$ cat config.mk
export PLATFORM = sky130hd
export DESIGN_NAME = tlr_limit_regs
export DESIGN_NICKNAME = d
export VERILOG_FILES = /design/src/rtl/tlr_limit_regs.v
export VERILOG_INCLUDE_DIRS = /design/src /design/src/rtl
export SDC_FILE = /design/constraint.sdc
export NUM_CORES = 1
export LEC_CHECK = 0
export BUFFER_PORTS_ARGS = -buffer_cell sky130_fd_sc_hd__buf_4
export CORE_ASPECT_RATIO = 1.25
export CORE_MARGIN = 4
export CORE_UTILIZATION = 25
export CTS_CLUSTER_SIZE = 16
export DETAILED_ROUTE_END_ITERATION = 6
export PLACE_DENSITY = 0.41
export REMOVE_ABC_BUFFERS = 1
export SLEW_MARGIN = 20
export SYNTH_ARGS = -nofsm -noshare
export SYNTH_HDL_FRONTEND = slang
export SYNTH_SLANG_ARGS = --single-unit
$ cat constraint.sdc
create_clock -name core_clk_i -period 6.43 [get_ports core_clk_i]
set_clock_uncertainty 0.05 [all_clocks]
set_input_delay 0.643 -clock core_clk_i [delete_from_list [all_inputs] [get_ports core_clk_i]]
set_output_delay 0.643 -clock core_clk_i [all_outputs]
set_load 0.02 [all_outputs]
$ cat src/rtl/tlr_limit_map.vh
// Address, pointer, mask and reset constants for the limit register pair
`ifndef TLR_LIMIT_MAP_VH
`define TLR_LIMIT_MAP_VH

// Fixed upper four bits of the seven-bit bus address
`define TLR_ADDR_PREFIX 4'h9

// Pointer values that select the two limit registers
`define TLR_PTR_LOW 8'h02
`define TLR_PTR_HIGH 8'h03

// Field layout of a limit word
`define TLR_SIGN_BIT 15
`define TLR_UPPER_MSB 15
`define TLR_UPPER_LSB 8
`define TLR_LOWER_MSB 7
`define TLR_LOWER_LSB 0

// Unused low bits at 9-bit resolution; shifted right once per extra bit
`define TLR_UNUSED_9BIT 16'h007F

// Reset values of the control state
`define TLR_RST_WORD 16'h0000
`define TLR_RST_BYTE 8'h00
`define TLR_RST_PTR 8'h00
`define TLR_RST_BITCNT 4'h0

// Bit count of one byte on the link
`define TLR_BYTE_BITS 4'h8

`endif

$ cat src/rtl/tlr_limit_regs.v
// Two-wire slave holding the low and high temperature limit registers
`include "tlr_limit_map.vh"

module tlr_limit_regs
(
    // Clock and reset
    input wire core_clk_i,
    input wire sys_rst_i,
    // Two-wire link pins
    input wire scl_i,
    input wire sda_i,
    output wire sda_o,
    output wire sda_oe_o,
    // Address straps
    input wire [2:0] address_select_pins_i,
    // Configuration and status from the rest of the device
    input wire resolution_select_hi_i,
    input wire resolution_select_lo_i,
    input wire nv_busy_flag_i,
    input wire reg_lock_bit_i,
    input wire permanent_lockdown_bit_i,
    // Nonvolatile copies of the limits
    input wire [15:0] nv_low_limit_i,
    input wire [15:0] nv_high_limit_i,
    // Limits and events toward the alarm logic
    output wire [15:0] low_limit_o,
    output wire [15:0] high_limit_o,
    output wire fault_clr_o,
    output wire [7:0] pointer_o
);

    localparam [2:0] ST_IDLE = 3'b000;
    localparam [2:0] ST_ADDR = 3'b001;
    localparam [2:0] ST_PTR = 3'b010;
    localparam [2:0] ST_DATA = 3'b011;
    localparam [2:0] ST_ACK = 3'b100;
    localparam [2:0] ST_TX = 3'b101;
    localparam [2:0] ST_RACK = 3'b110;

    // Pin synchronisers; stage one is read only by stage two
    reg scl_s1_q;
    reg scl_s2_q;
    reg scl_s3_q;
    reg sda_s1_q;
    reg sda_s2_q;
    reg sda_s3_q;

    reg [2:0] st_q;
    reg [2:0] nxt_q;
    reg [3:0] bit_q;
    reg [7:0] rx_sh_q;
    reg [7:0] tx_sh_q;
    reg [7:0] ptr_q;
    reg [7:0] upper_q;
    reg [1:0] byte_cnt_q;
    reg rd_lo_q;
    reg oe_q;
    reg sda_out_q;
    reg load_q;
    reg fault_clr_q;
    reg [15:0] low_q;
    reg [15:0] high_q;

    wire scl_rise;
    wire scl_fall;
    wire start_cond;
    wire stop_cond;
    wire [15:0] rd_word;
    wire [15:0] wr_word;
    wire wr_block;

    // Keep only the bits the current resolution uses
    function [15:0] res_mask;
        input [15:0] val;
        input r_hi;
        input r_lo;
        begin
            res_mask = val & ~(`TLR_UNUSED_9BIT >> {r_hi, r_lo});
        end
    endfunction

    // Word presented for a read at the current pointer
    function [15:0] sel_word;
        input [7:0] ptr;
        input [15:0] lo_val;
        input [15:0] hi_val;
        begin
            if (ptr == `TLR_PTR_LOW)
            begin
                sel_word = lo_val;
            end
            else if (ptr == `TLR_PTR_HIGH)
            begin
                sel_word = hi_val;
            end
            else
            begin
                sel_word = `TLR_RST_WORD;
            end
        end
    endfunction

    assign scl_rise = scl_s2_q & ~scl_s3_q;
    assign scl_fall = ~scl_s2_q & scl_s3_q;
    assign start_cond = scl_s2_q & scl_s3_q & ~sda_s2_q & sda_s3_q;
    assign stop_cond = scl_s2_q & scl_s3_q & sda_s2_q & ~sda_s3_q;

    // Read path masked on the fly, so a resolution change shows at once
    assign rd_word = res_mask(sel_word(ptr_q, low_q, high_q),
        resolution_select_hi_i, resolution_select_lo_i);
    assign wr_word = res_mask({upper_q, rx_sh_q},
        resolution_select_hi_i, resolution_select_lo_i);
    assign wr_block = reg_lock_bit_i | permanent_lockdown_bit_i;

    assign sda_o = sda_out_q;
    assign sda_oe_o = oe_q;
    assign low_limit_o = low_q;
    assign high_limit_o = high_q;
    assign fault_clr_o = fault_clr_q;
    assign pointer_o = ptr_q;

    always @(posedge core_clk_i or posedge sys_rst_i)
    begin
        if (sys_rst_i)
        begin
            scl_s1_q <= 1'b1;
            scl_s2_q <= 1'b1;
            scl_s3_q <= 1'b1;
            sda_s1_q <= 1'b1;
            sda_s2_q <= 1'b1;
            sda_s3_q <= 1'b1;
        end
        else
        begin
            scl_s1_q <= scl_i;
            scl_s2_q <= scl_s1_q;
            scl_s3_q <= scl_s2_q;
            sda_s1_q <= sda_i;
            sda_s2_q <= sda_s1_q;
            sda_s3_q <= sda_s2_q;
        end
    end

    always @(posedge core_clk_i or posedge sys_rst_i)
    begin
        if (sys_rst_i)
        begin
            st_q <= ST_IDLE;
            nxt_q <= ST_IDLE;
            bit_q <= `TLR_RST_BITCNT;
            rx_sh_q <= `TLR_RST_BYTE;
            tx_sh_q <= `TLR_RST_BYTE;
            ptr_q <= `TLR_RST_PTR;
            upper_q <= `TLR_RST_BYTE;
            byte_cnt_q <= 2'b00;
            rd_lo_q <= 1'b0;
            oe_q <= 1'b0;
            sda_out_q <= 1'b0;
            load_q <= 1'b1;
            fault_clr_q <= 1'b0;
            low_q <= `TLR_RST_WORD;
            high_q <= `TLR_RST_WORD;
        end
        else
        begin
            fault_clr_q <= 1'b0;
            // Open drain: output level stays low, only the enable moves
            sda_out_q <= 1'b0;
            // Nonvolatile copies caught on the first edge after release
            if (load_q)
            begin
                low_q <= nv_low_limit_i;
                high_q <= nv_high_limit_i;
                fault_clr_q <= 1'b1;
                load_q <= 1'b0;
            end
            if (start_cond)
            begin
                // Any pending upper byte is simply dropped
                st_q <= ST_ADDR;
                bit_q <= `TLR_RST_BITCNT;
                oe_q <= 1'b0;
            end
            else if (stop_cond)
            begin
                st_q <= ST_IDLE;
                oe_q <= 1'b0;
            end
            else
            begin
                case (st_q)
                    ST_ADDR, ST_PTR, ST_DATA:
                    begin
                        if (scl_rise && bit_q != `TLR_BYTE_BITS)
                        begin
                            rx_sh_q <= {rx_sh_q[6:0], sda_s2_q};
                            bit_q <= bit_q + 4'h1;
                        end
                        else if (scl_fall && bit_q == `TLR_BYTE_BITS)
                        begin
                            bit_q <= `TLR_RST_BITCNT;
                            if (st_q == ST_ADDR)
                            begin
                                if (rx_sh_q[7:1] == {`TLR_ADDR_PREFIX, address_select_pins_i})
                                begin
                                    oe_q <= 1'b1;
                                    st_q <= ST_ACK;
                                    rd_lo_q <= 1'b0;
                                    tx_sh_q <= rd_word[`TLR_UPPER_MSB:`TLR_UPPER_LSB];
                                    nxt_q <= rx_sh_q[0] ? ST_TX : ST_PTR;
                                end
                                else
                                begin
                                    st_q <= ST_IDLE;
                                end
                            end
                            else if (st_q == ST_PTR)
                            begin
                                ptr_q <= rx_sh_q;
                                oe_q <= 1'b1;
                                st_q <= ST_ACK;
                                nxt_q <= ST_DATA;
                                byte_cnt_q <= 2'b00;
                            end
                            else if (nv_busy_flag_i)
                            begin
                                // No acknowledge; wait for stop or restart
                                st_q <= ST_IDLE;
                            end
                            else
                            begin
                                oe_q <= 1'b1;
                                st_q <= ST_ACK;
                                nxt_q <= ST_DATA;
                                if (byte_cnt_q == 2'b00)
                                begin
                                    upper_q <= rx_sh_q;
                                    byte_cnt_q <= 2'b01;
                                end
                                else if (byte_cnt_q == 2'b01)
                                begin
                                    byte_cnt_q <= 2'b10;
                                    if (!wr_block && ptr_q == `TLR_PTR_LOW)
                                    begin
                                        low_q <= wr_word;
                                        fault_clr_q <= 1'b1;
                                    end
                                    else if (!wr_block && ptr_q == `TLR_PTR_HIGH)
                                    begin
                                        high_q <= wr_word;
                                        fault_clr_q <= 1'b1;
                                    end
                                end
                            end
                        end
                    end
                    ST_ACK:
                    begin
                        if (scl_fall)
                        begin
                            if (nxt_q == ST_TX)
                            begin
                                // First data bit must appear on this same fall
                                oe_q <= ~tx_sh_q[7];
                                tx_sh_q <= {tx_sh_q[6:0], 1'b0};
                                bit_q <= 4'h1;
                            end
                            else
                            begin
                                oe_q <= 1'b0;
                            end
                            st_q <= nxt_q;
                        end
                    end
                    ST_TX:
                    begin
                        if (scl_fall)
                        begin
                            if (bit_q == `TLR_BYTE_BITS)
                            begin
                                oe_q <= 1'b0;
                                st_q <= ST_RACK;
                            end
                            else
                            begin
                                oe_q <= ~tx_sh_q[7];
                                tx_sh_q <= {tx_sh_q[6:0], 1'b0};
                                bit_q <= bit_q + 4'h1;
                            end
                        end
                    end
                    ST_RACK:
                    begin
                        if (scl_rise)
                        begin
                            if (sda_s2_q)
                            begin
                                // Nack: line already released
                                st_q <= ST_IDLE;
                            end
                            else
                            begin
                                bit_q <= `TLR_RST_BITCNT;
                                st_q <= ST_TX;
                                rd_lo_q <= ~rd_lo_q;
                                if (rd_lo_q)
                                begin
                                    tx_sh_q <= rd_word[`TLR_UPPER_MSB:`TLR_UPPER_LSB];
                                end
                                else
                                begin
                                    tx_sh_q <= rd_word[`TLR_LOWER_MSB:`TLR_LOWER_LSB];
                                end
                            end
                        end
                    end
                    default:
                    begin
                        oe_q <= 1'b0;
                    end
                endcase
            end
        end
    end

endmodule // tlr_limit_regs

==> summary.md, run 1 <==
| Metric | Value |
|---|---|
| Result of the run | complete, no violations |
| CTS Hold Buffers Added | 0 |
| Post-Synthesis Cell Area | 4570 µm² |
| Highest signal layer in the routed design | met4 |
| Core Rows | 55 |
| Period utilisation layout | 47.7% |
| Clock transition at the registers of the reported paths | 0.06 ns |
| N_diodes | 0 |
| Detailed-route vias per instance | 4.77 |
| Total negative slack | 0 ns |
| Clk Tree Root Cell | sky130_fd_sc_hd__clkbuf_16 |
| 1st-pass router iterations | 4 |
| Worst hold slack | 0.165 ns |
| DP Wirelength | 9.61 mm |
| Final count of pins violating max slew | 0 |
| Power density over the cells | 280 nW/µm² |
| Post-placement setup slack | 3.30 ns |
| Startpoint of the worst-slack reg-to-reg timing path | pointer_o[6]$_DFFE_PP0P_ |
| Post-layout minimum cycle time | 3.07 ns |
| Antenna violations before repair | 0 |
| Sequential fraction of the synthesis area | 47.2% |
| Peak clock frequency supported by timing | 326 MHz |
| Insertion delay to the later sink of the worst-skew pair | 0.34 ns |
| Number of nets in the layout | 527 |
| Arrival time worst endpoint | 3.24 ns |
| Effective utilization at floorplan | 25.4% |
| Startpoint of the most critical setup path | pointer_o[6]$_DFFE_PP0P_ |
| Wl on met1 | 5.76 mm |
| Detail Route met3 WL | 532 µm |
| Via count | 3408 |
| Synthesized instance count | 403 |
| Largest cells by area after synthesis | sky130_fd_sc_hd__dfrtp_1, sky130_fd_sc_hd__mux2_2, sky130_fd_sc_hd__dfstp_2 |
| TritonCTS clock tree | done |
| Worst-path fanout max | 19 |
| Flip-flop and latch count after synthesis | 86 |
| Routed Wire Length | 13.0 mm |
| Class of the most critical hold timing path | in -> async |
| Library cells used by synthesis | 67 |
| Maximum number of pins on one net before global-route repair | 76 |
| Slew at the pin with the worst max-slew slack | 0.959 ns |
| Number of buffer cells added on primary ports | 85 |
| R2R setup slack | 3.36 ns |
| Count of yosys warnings during synthesis | 0 |
| Peak supply drop | 0.126 mV |
| Reported max-cap violation count | 0 |
| Total DRC errors in the routed layout | 0 |
| Critical path capture point | low_limit_o[10]$_DFF_PP0_ |
| Cts repair resizes | 0 |
| Clk sinks | 86 |
| Clock tree buffer depth | 2 |
| Setup-failing EPs final | 0 |
| Iter 0 DRT Violations | 154 |
| Synthesis-to-finish area growth | 24.1% |
| Placer congestion estimate | 0.777 |
| H-Tree Depth | 3 |
| RSZ-0062 raised after global routing | false |
| Aggregate global routing overflow | 0 |
| Critical path startpoint category | flop |
| Leakage | 0.00247 µW |
| Finished Core Util | 31.5% |
| Die Width | 129 µm |
| Placeable core region | 18000 µm² |
| Wire length per cell after detailed routing | 18.2 µm |
| Top cell types by occurrence after synthesis | sky130_fd_sc_hd__dfrtp_1, sky130_fd_sc_hd__mux2_2, sky130_fd_sc_hd__nor2_1 |
| Worst Reg2Reg Path Length in Cells | 4 |
| Post-DRT Antenna Nets | 0 |
| Max-slew headroom at the worst pin | 35.9% |
| Setup Fix Bufs, Post-CTS | 0 |
| Final-report hold violation count | 0 |
| Total length of routed met2 wires | 6.50 mm |
| Endpoint of the worst register-to-register path | low_limit_o[10]$_DFF_PP0_ |
| Critical Setup Path Class | reg -> reg |
| Die area | 20500 µm² |
| Most used flip-flop cell after synthesis | sky130_fd_sc_hd__dfrtp_1 |
| Required time of the worst setup path | 6.60 ns |
| Final critical-path setup slack | 3.36 ns |
| Proportion of layout cells with a drive suffix above 1 | 39.9% |
| Aggregate global-route resource usage | 13.1% |
| Number of inserted filler cells in the final layout | 1895 |
| Height of the die | 159 µm |
| Most instantiated library cell after synthesis | sky130_fd_sc_hd__dfrtp_1 |
| Avg Inst Size Synth | 11.4 µm² |
| Total I/O pin count | 87 |
| TritonCTS buffer count | 9 |
| Global-route wire length before repair | 21.0 mm |
| Post-synth top area share | 43.2% |
| Most area-hungry cell type in the Yosys netlist | sky130_fd_sc_hd__dfrtp_1 |
| Share of synthesized registers carrying an async set or reset | 100% |
| Number of enable-type register cells in the synthesized netlist | 0 |
| Kind of capture point of the worst setup path | flop |
| Number of global-route vias before repair | 3676 |
==> worst min-delay path by stage <==
stage                          endpoint  depth (start not counted)
6_report       pointer_o[2]$_DFFE_PP0P_                          2
5_1_grt        pointer_o[2]$_DFFE_PP0P_                          2
4_1_cts        pointer_o[2]$_DFFE_PP0P_                          2
3_5_place_dp         sda_s2_q$_DFF_PP1_                          0
3_3_place_gp         sda_s2_q$_DFF_PP1_                          0
2_1_floorplan        scl_s2_q$_DFF_PP1_                          0
==> cell type report <==
| type | instances | area, µm² | area share, % |
|---|---|---|---|
| clock inverter | 7 | 48.8 | 0.860 |
| sequential | 86 | 2160 | 38.1 |
| multi-input combinational | 289 | 2270 | 40.0 |
| timing repair buffer | 86 | 649 | 11.4 |
| clock buffer | 9 | 225 | 3.97 |
| tap | 228 | 285 | 5.03 |
| inverter | 9 | 35.0 | 0.617 |
==> per-stage QoR <==
| stage | std cells | power (µW) | instance area (µm²) |
|---|---|---|---|
| 2_1_floorplan | 384 | 947 | 4460 |
| 3_3_place_gp | 698 | 1110 | 5400 |
| 3_5_place_dp | 698 | 1120 | 5400 |
| 4_1_cts | 714 | 1620 | 5670 |
| 5_1_grt | 714 | 1680 | 5680 |
| 6_report | 714 | 1590 | 5680 |
==> where the power goes <==
group	switching (µW)	leakage, µW	total, µW	internal [µW]
clock	229	0.000136	493	263
sequential	124	0.00108	732	608
combinational	190	0.00125	367	177
==> placed cells by master, fill, tap and decap left out, types with 7 or more instances in the layout <==
cell	n
sky130_fd_sc_hd__a211oi_1	7
sky130_fd_sc_hd__a21oi_1	15
sky130_fd_sc_hd__buf_4	85
sky130_fd_sc_hd__clkbuf_16	9
sky130_fd_sc_hd__dfrtp_1	79
sky130_fd_sc_hd__dfstp_2	7
sky130_fd_sc_hd__inv_1	8
sky130_fd_sc_hd__mux2_2	60
sky130_fd_sc_hd__mux2_4	8
sky130_fd_sc_hd__mux2i_1	12
sky130_fd_sc_hd__nand2_1	21
sky130_fd_sc_hd__nand3_1	13
sky130_fd_sc_hd__nor2_1	30
sky130_fd_sc_hd__nor2b_1	11
sky130_fd_sc_hd__o21ai_0	20
==> per-layer routing <==
metal	vias to the layer above	global-route usage, %
met3	14	2.92
met1	1668	16.8
met4	0	3.82
met5	-	0
li1	1642	-
met2	84	21.9
==> state kept, by name, indices dropped and copies added, names as in the netlist, 3 cells and up <==
register      cells
tx_sh_q           8
low_limit_o      16
rx_sh_q           8
pointer_o         8
bit_q             4
upper_q           8
st_q              3
nxt_q             3
high_limit_o     16
==> worst max-delay path, stage by stage, from the launching register on <==
cell and delay, ns:
sky130_fd_sc_hd__dfrtp_1 0.40, sky130_fd_sc_hd__nor4b_2 0.85, sky130_fd_sc_hd__and2_0 0.45, sky130_fd_sc_hd__and3_1 0.78
sky130_fd_sc_hd__mux2_2 0.41
==> cell families after synthesis <==
kind of cell / after synthesis / share of synthesized area, %
other: 1 / 0.0820
AO/OA/AOI/OAI: 80 / 12.1
buffers and inverters: 29 / 3.34
multiplexers: 80 / 20.0
adder cells (fa/ha/maj): 2 / 0.547
XOR/XNOR: 3 / 0.575
AND/OR/NAND/NOR: 122 / 16.1
flip-flops: 86 / 47.2
(Power assumes the default switching activity.)
==> run 2: changes to the inputs <==
--- a/config.mk
+++ b/config.mk
@@ -12,7 +12,7 @@
 export CORE_UTILIZATION = 25
 export CTS_CLUSTER_SIZE = 16
 export DETAILED_ROUTE_END_ITERATION = 6
-export PLACE_DENSITY = 0.41
+export PLACE_DENSITY = 0.43
 export REMOVE_ABC_BUFFERS = 1
 export SLEW_MARGIN = 20
 export SYNTH_ARGS = -nofsm -noshare
==> constraint.sdc (replaced) <==
create_clock -name core_clk_i -period 2.7 [get_ports core_clk_i]
set_clock_uncertainty 0.05 [all_clocks]
set_input_delay 0.27 -clock core_clk_i [delete_from_list [all_inputs] [get_ports core_clk_i]]
set_output_delay 0.27 -clock core_clk_i [all_outputs]
set_load 0.02 [all_outputs]
==> run 2 against run 1 <==
Against the previous run:
- wire length is 2.5% higher
- critical endpoint is now tx_sh_q[2]$_DFFE_PP0P_
- cell area grew 4.3%
- largest power group unchanged
- largest cell class unchanged
- via count is 4.0% higher
- critical path depth up 1
==> summary.md, run 2 (synthesis gave the netlist of run 1 again) <==
| Metric | Value |
|---|---|
| Slew at the pin with the worst max-slew slack | 0.634 ns |
| Setup Fix Bufs, Post-CTS | 0 |
| Placer congestion estimate | 0.877 |
| Clk sinks | 86 |
| Cts repair resizes | 0 |
| Total negative slack | 0 ns |
| Reported max-cap violation count | 0 |
| Clk Tree Root Cell | sky130_fd_sc_hd__clkbuf_16 |
| RSZ-0062 raised after global routing | false |
| Max-slew headroom at the worst pin | 57.7% |
| Number of nets in the layout | 553 |
| Detailed-route vias per instance | 4.79 |
| Peak clock frequency supported by timing | 394 MHz |
| Height of the die | 159 µm |
| Proportion of layout cells with a drive suffix above 1 | 42.4% |
| Required time of the worst setup path | 2.87 ns |
| Number of inserted filler cells in the final layout | 1865 |
| Arrival time worst endpoint | 2.71 ns |
| Global-route wire length before repair | 21.6 mm |
| Placeable core region | 18000 µm² |
| DP Wirelength | 10.1 mm |
| Number of buffer cells added on primary ports | 85 |
| Setup-failing EPs final | 0 |
| Post-layout minimum cycle time | 2.54 ns |
| Die Width | 129 µm |
| Critical Setup Path Class | reg -> reg |
| Iter 0 DRT Violations | 145 |
| Kind of capture point of the worst setup path | flop |
| R2R setup slack | 0.16 ns |
| Number of global-route vias before repair | 3836 |
| Power Total | 3900 µW |
| Wire length per cell after detailed routing | 18.0 µm |
| Placed cell areas | 5580 µm² |
| Final count of pins violating max slew | 0 |
| Class of the most critical hold timing path | in -> reg |
| Clock tree buffer depth | 2 |
| H-Tree Depth | 3 |
| CTS Hold Buffers Added | 3 |
| Finished Core Util | 32.8% |
| Area of combinational cells with multiple inputs | 2270 µm² |
| Most common library cell in the layout ignoring fill and taps | sky130_fd_sc_hd__buf_4 |
| Maximum number of pins on one net before global-route repair | 56 |
| Result of the run | complete, no violations |
| Core Rows | 55 |
| Synthesis-to-finish area growth | 29.3% |
| Aggregate global-route resource usage | 13.5% |
| Final-report hold violation count | 0 |
| Effective utilization at floorplan | 25.4% |
| Antenna violations before repair | 0 |
| 1st-pass router iterations | 4 |
| Total I/O pin count | 87 |
| Routed Wire Length | 13.3 mm |
| Clock transition at the registers of the reported paths | 0.07 ns |
| Power density over the cells | 659 nW/µm² |
| Post-route standard cell area excluding fillers | 5920 µm² |
| N_diodes | 0 |
| Die area | 20500 µm² |
| Area taken by flip-flops and latches | 2160 µm² |
| Most frequent cells in the layout | sky130_fd_sc_hd__buf_4, sky130_fd_sc_hd__dfrtp_1, sky130_fd_sc_hd__mux2_2, sky130_fd_sc_hd__nor2_1, sky130_fd_sc_hd__nand2_1 |
| TritonCTS buffer count | 9 |
| Via count | 3546 |
| Worst-path fanout max | 15 |
| Peak supply drop | 0.258 mV |
| Period utilisation layout | 94.0% |
| Total DRC errors in the routed layout | 0 |
| Post-DRT Antenna Nets | 0 |
| Critical path startpoint category | flop |
| Aggregate global routing overflow | 0 |
| Worst hold slack | 0.121 ns |
| TritonCTS clock tree | done |
| Leakage | 0.00262 µW |
| Insertion delay to the later sink of the worst-skew pair | 0.35 ns |
==> run 2: cell types whose count changed in the layout (fill, tap and decap cells not counted), moves of 2 or more <==
cell and change:
sky130_fd_sc_hd__buf_4 +23, sky130_fd_sc_hd__dlygate4sd3_1 +3, sky130_fd_sc_hd__clkinv_2 -2, sky130_fd_sc_hd__inv_6 +2
==> run 2: critical path, stage by stage (launching register included) <==
cell and delay (ns):
sky130_fd_sc_hd__dfrtp_1 0.67, sky130_fd_sc_hd__nand2b_1 0.29, sky130_fd_sc_hd__o32ai_2 0.16, sky130_fd_sc_hd__or3_1 0.41, sky130_fd_sc_hd__nor3_4 0.48, sky130_fd_sc_hd__mux2_4 0.35
==> run 2: layout make-up <==
cell class	count	area share, %
multi-input combinational	289	38.4
sequential	86	36.5
timing repair buffer	112	14.5
tap	228	4.82
clock buffer	9	3.81
clock inverter	7	1.33
inverter	9	0.592
==> run 2: path summary, 6_finish.rpt <==
kind                                           from                        to  cells after the start
max in group asynchronous                 sys_rst_i          load_q$_DFF_PP1_                      4
min in group asynchronous                 sys_rst_i  pointer_o[2]$_DFFE_PP0P_                      3
worst min-delay path              nv_low_limit_i[3]  low_limit_o[3]$_DFF_PP0_                      3
worst max-delay path            st_q[0]$_DFFE_PP0P_    tx_sh_q[2]$_DFFE_PP0P_                      5
worst max register to register  st_q[0]$_DFFE_PP0P_    tx_sh_q[2]$_DFFE_PP0P_                      5
worst min register to register   sda_s1_q$_DFF_PP1_        sda_s2_q$_DFF_PP1_                      0
==> run 2: power by group <==
group / switching (µW) / total (µW) / leakage, µW / internal (µW)
registers: 230 / 1680 / 0.00108 / 1450
logic: 488 / 941 / 0.00139 / 453
clock network: 549 / 1280 / 0.000151 / 730
==> run 2: metrics by stage <==
stage          std cells  worst slack, ns
2_1_floorplan        384           -0.206
3_3_place_gp         721            0.301
3_5_place_dp         721            0.235
4_1_cts              740            0.216
5_1_grt              740           0.0328
6_report             740            0.162
==> run 2: routing by layer <==
layer / wire, µm / share of wire, % / GRT usage [%]
met5: 0 / 0 / 0
met3: 568 / 4.3 / 3.02
met1: 5830 / 44 / 17.5
met2: 6780 / 51 / 22.6
met4: 131 / 0.98 / 3.20
==> run 3: changes to the inputs <==
--- a/config.mk
+++ b/config.mk
@@ -12,7 +12,7 @@
 export CORE_UTILIZATION = 25
 export CTS_CLUSTER_SIZE = 16
 export DETAILED_ROUTE_END_ITERATION = 6
-export PLACE_DENSITY = 0.43
+export PLACE_DENSITY = 0.41
 export REMOVE_ABC_BUFFERS = 1
 export SLEW_MARGIN = 20
 export SYNTH_ARGS = -nofsm -noshare
==> constraint.sdc (replaced) <==
create_clock -name core_clk_i -period 2.9 [get_ports core_clk_i]
set_clock_uncertainty 0.05 [all_clocks]
set_input_delay 0.29 -clock core_clk_i [delete_from_list [all_inputs] [get_ports core_clk_i]]
set_output_delay 0.29 -clock core_clk_i [all_outputs]
set_load 0.02 [all_outputs]
==> run 3 against run 2 <==
Against the previous run:
- the flow now finishes with violations (hold timing)
- clock power fell by 4%
- hold slack got worse by 0.12 ns
- via count fell by 1.4%
- sequential power fell by 5%
- global-route usage fell by 0.15 points
- critical path depth rose by 1
- non-clock buffer count did not move
- setup slack improved by 0.24 ns
- flip-flop and latch count did not move
- fmax rose by 1.8%
- critical path type unchanged
- largest power group unchanged
==> summary.md, run 3 (synthesis gave the netlist of run 1 again) <==
| Metric | Value |
|---|---|
| Core Rows | 55 |
| Result of the run | finished, violations left |
| Via count | 3497 |
| Total DRC errors in the routed layout | 0 |
| Class of the most critical hold timing path | in -> async |
| Insertion delay to the later sink of the worst-skew pair | 0.35 ns |
| Kind of capture point of the worst setup path | flop |
| Number of global-route vias before repair | 3787 |
| Placeable core region | 18000 µm² |
| Synthesis-to-finish area growth | 29.5% |
| Iter 0 DRT Violations | 175 |
| Reported max-cap violation count | 0 |
| Share of total power in the clock network | 33.4% |
| Period utilisation layout | 86.0% |
| Power Total | 3690 µW |
| Power density over the cells | 624 nW/µm² |
| 1st-pass router iterations | 4 |
| Critical Path Max Stage Delay | 0.69 ns |
| Proportion of layout cells with a drive suffix above 1 | 42.6% |
| Wire length per cell after detailed routing | 17.8 µm |
| Worst path bufs/invs | 1 |
| Finished Core Util | 32.8% |
| Critical Setup Path Class | reg -> reg |
| Placer congestion estimate | 0.818 |
| N_diodes | 0 |
| Slowest cell on the critical path | sky130_fd_sc_hd__dfrtp_1 |
| RSZ-0062 raised after global routing | false |
| Aggregate global routing overflow | 0 |
| Peak clock frequency supported by timing | 401 MHz |
| Clk sinks | 86 |
| Effective utilization at floorplan | 25.4% |
| Violations in the final reports | hold timing |
| Aggregate global-route resource usage | 13.3% |
| Leakage | 0.00262 µW |
| Slew at the pin with the worst max-slew slack | 0.784 ns |
| Flop pwr share | 43.1% |
| Routed Wire Length | 13.2 mm |
| Cells along the critical path | nand2b_1 -> o32ai_2 -> or3_1 -> nor3_4 -> buf_4 -> mux2_4 |
| Worst hold slack | -0.00211 ns |
| Post-DRT Antenna Nets | 0 |
| Switching Fraction | 33.4% |
| Antenna violations before repair | 0 |
| Number of nets in the layout | 553 |
| H-Tree Depth | 3 |
| Setup-failing EPs final | 0 |
| Clock tree buffer depth | 2 |
| Placed Cells incl. Taps | 722 |
| Critical path startpoint category | flop |
| Most common library cell in the layout ignoring fill and taps | sky130_fd_sc_hd__buf_4 |
| Number of buffer cells added on primary ports | 85 |
| DP Wirelength | 10.0 mm |
| Post-route standard cell area excluding fillers | 5920 µm² |
| Die Width | 129 µm |
| Arrival time worst endpoint | 2.67 ns |
| Detailed-route vias per instance | 4.73 |
| Total I/O pin count | 87 |
| Post-placement setup slack | 0.437 ns |
| Final critical-path setup slack | 0.407 ns |
| Final-report hold violation count | 1 |
| Global-route wire length before repair | 21.3 mm |
| Clk Tree Root Cell | sky130_fd_sc_hd__clkbuf_16 |
| Worst-path fanout max | 18 |
| Required time of the worst setup path | 3.08 ns |
| Die area | 20500 µm² |
| Max-slew headroom at the worst pin | 47.7% |
| Total internal power | 2460 µW |
| TritonCTS clock tree | done |
| Final count of pins violating max slew | 0 |
| Most frequent cells in the layout | sky130_fd_sc_hd__buf_4, sky130_fd_sc_hd__dfrtp_1, sky130_fd_sc_hd__mux2_2, sky130_fd_sc_hd__nor2_1, sky130_fd_sc_hd__nand2_1 |
| Cell family with the largest share of critical-path delay | simple AND/OR/NAND/NOR gates |
| Post-layout minimum cycle time | 2.49 ns |
| Peak supply drop | 0.325 mV |
| Height of the die | 159 µm |
| Maximum number of pins on one net before global-route repair | 44 |
| TritonCTS buffer count | 9 |
| Combinational group share of total power | 23.4% |
| Placed cell areas | 5590 µm² |
| Clock transition at the registers of the reported paths | 0.07 ns |
| Non-filler instance count after layout | 740 |
| Switching power | 1230 µW |
| Cts repair resizes | 0 |
-- run 3: changes by cell type in the layout (fill, tap and decap cells not counted) --
cell | previous run | this run
sky130_fd_sc_hd__clkinv_2 | 2 | 1
sky130_fd_sc_hd__dlygate4sd3_1 | 3 | 2
sky130_fd_sc_hd__buf_4 | 108 | 109
sky130_fd_sc_hd__inv_8 | 0 | 2
sky130_fd_sc_hd__inv_6 | 4 | 3
sky130_fd_sc_hd__clkinvlp_4 | 0 | 1
sky130_fd_sc_hd__clkinv_4 | 1 | 0
-- run 3: metrics by stage --
stage | TNS, ns | hold slack, ns
after floorplan | -0.0989 | 0.244
after global placement | 0 | 0.300
after detailed placement | 0 | 0.298
after CTS | 0 | 0.0297
after global routing | 0 | 0.0547
final | 0 | -0.00211
-- run 3: metal layers --
layer	wire length (µm)	vias up	track usage, %
li1	-	1694	-
met4	268	0	4.78
met1	5900	1697	17.5
met3	552	16	3.05
met5	0	-	0
met2	6490	90	21.3
-- run 3: path summary, 6_finish.rpt --
path,start,endpoint,slack (ns),cells past startpoint
hold reg to reg,sda_s1_q$_DFF_PP1_,sda_s2_q$_DFF_PP1_,0.31,0
setup / recovery,st_q[0]$_DFFE_PP0P_,tx_sh_q[3]$_DFFE_PP0P_,0.41,6
min in group core_clk_i,nv_low_limit_i[0],low_limit_o[0]$_DFF_PP0_,0.13,3
max in group asynchronous,sys_rst_i,scl_s1_q$_DFF_PP1_,2.05,3
setup reg to reg,st_q[0]$_DFFE_PP0P_,tx_sh_q[3]$_DFFE_PP0P_,0.41,6
hold / removal,sys_rst_i,bit_q[1]$_DFFE_PP0P_,-0.002,2
-- run 3: cell type report --
class	count	area, µm²
Fill cell	1868	12100
Multi-Input combinational cell	289	2270
Sequential cell	86	2160
Timing Repair Buffer	112	858
Tap cell	228	285
Clock buffer	9	225
Clock inverter	7	86.3
Inverter	9	35.0
-- run 3: repair_timing --
item,4_1_cts,5_1_grt
setup buffers,0,0
endpoints found under the setup margin,0,0
hold buffers,2,0
endpoints found under the hold margin,2,0
-- run 3: worst register-to-register path: stages, from the launching register on --
cell                       delay (ns)
sky130_fd_sc_hd__dfrtp_1         0.69
sky130_fd_sc_hd__nand2b_1        0.38
sky130_fd_sc_hd__o32ai_2         0.15
sky130_fd_sc_hd__or3_1           0.40
sky130_fd_sc_hd__nor3_4          0.15
sky130_fd_sc_hd__buf_4           0.23
sky130_fd_sc_hd__mux2_4          0.32
-- run 3: power by group through the flow --
| stage | clock network, µW | logic, µW | registers, µW |
|---|---|---|---|
| global route | 1320 | 947 | 1630 |
| detailed placement | 0 | 872 | 1620 |
| global placement | 0 | 867 | 1620 |
| CTS | 1280 | 878 | 1600 |
| floorplan | 0 | 507 | 1590 |
| finish | 1230 | 865 | 1590 |
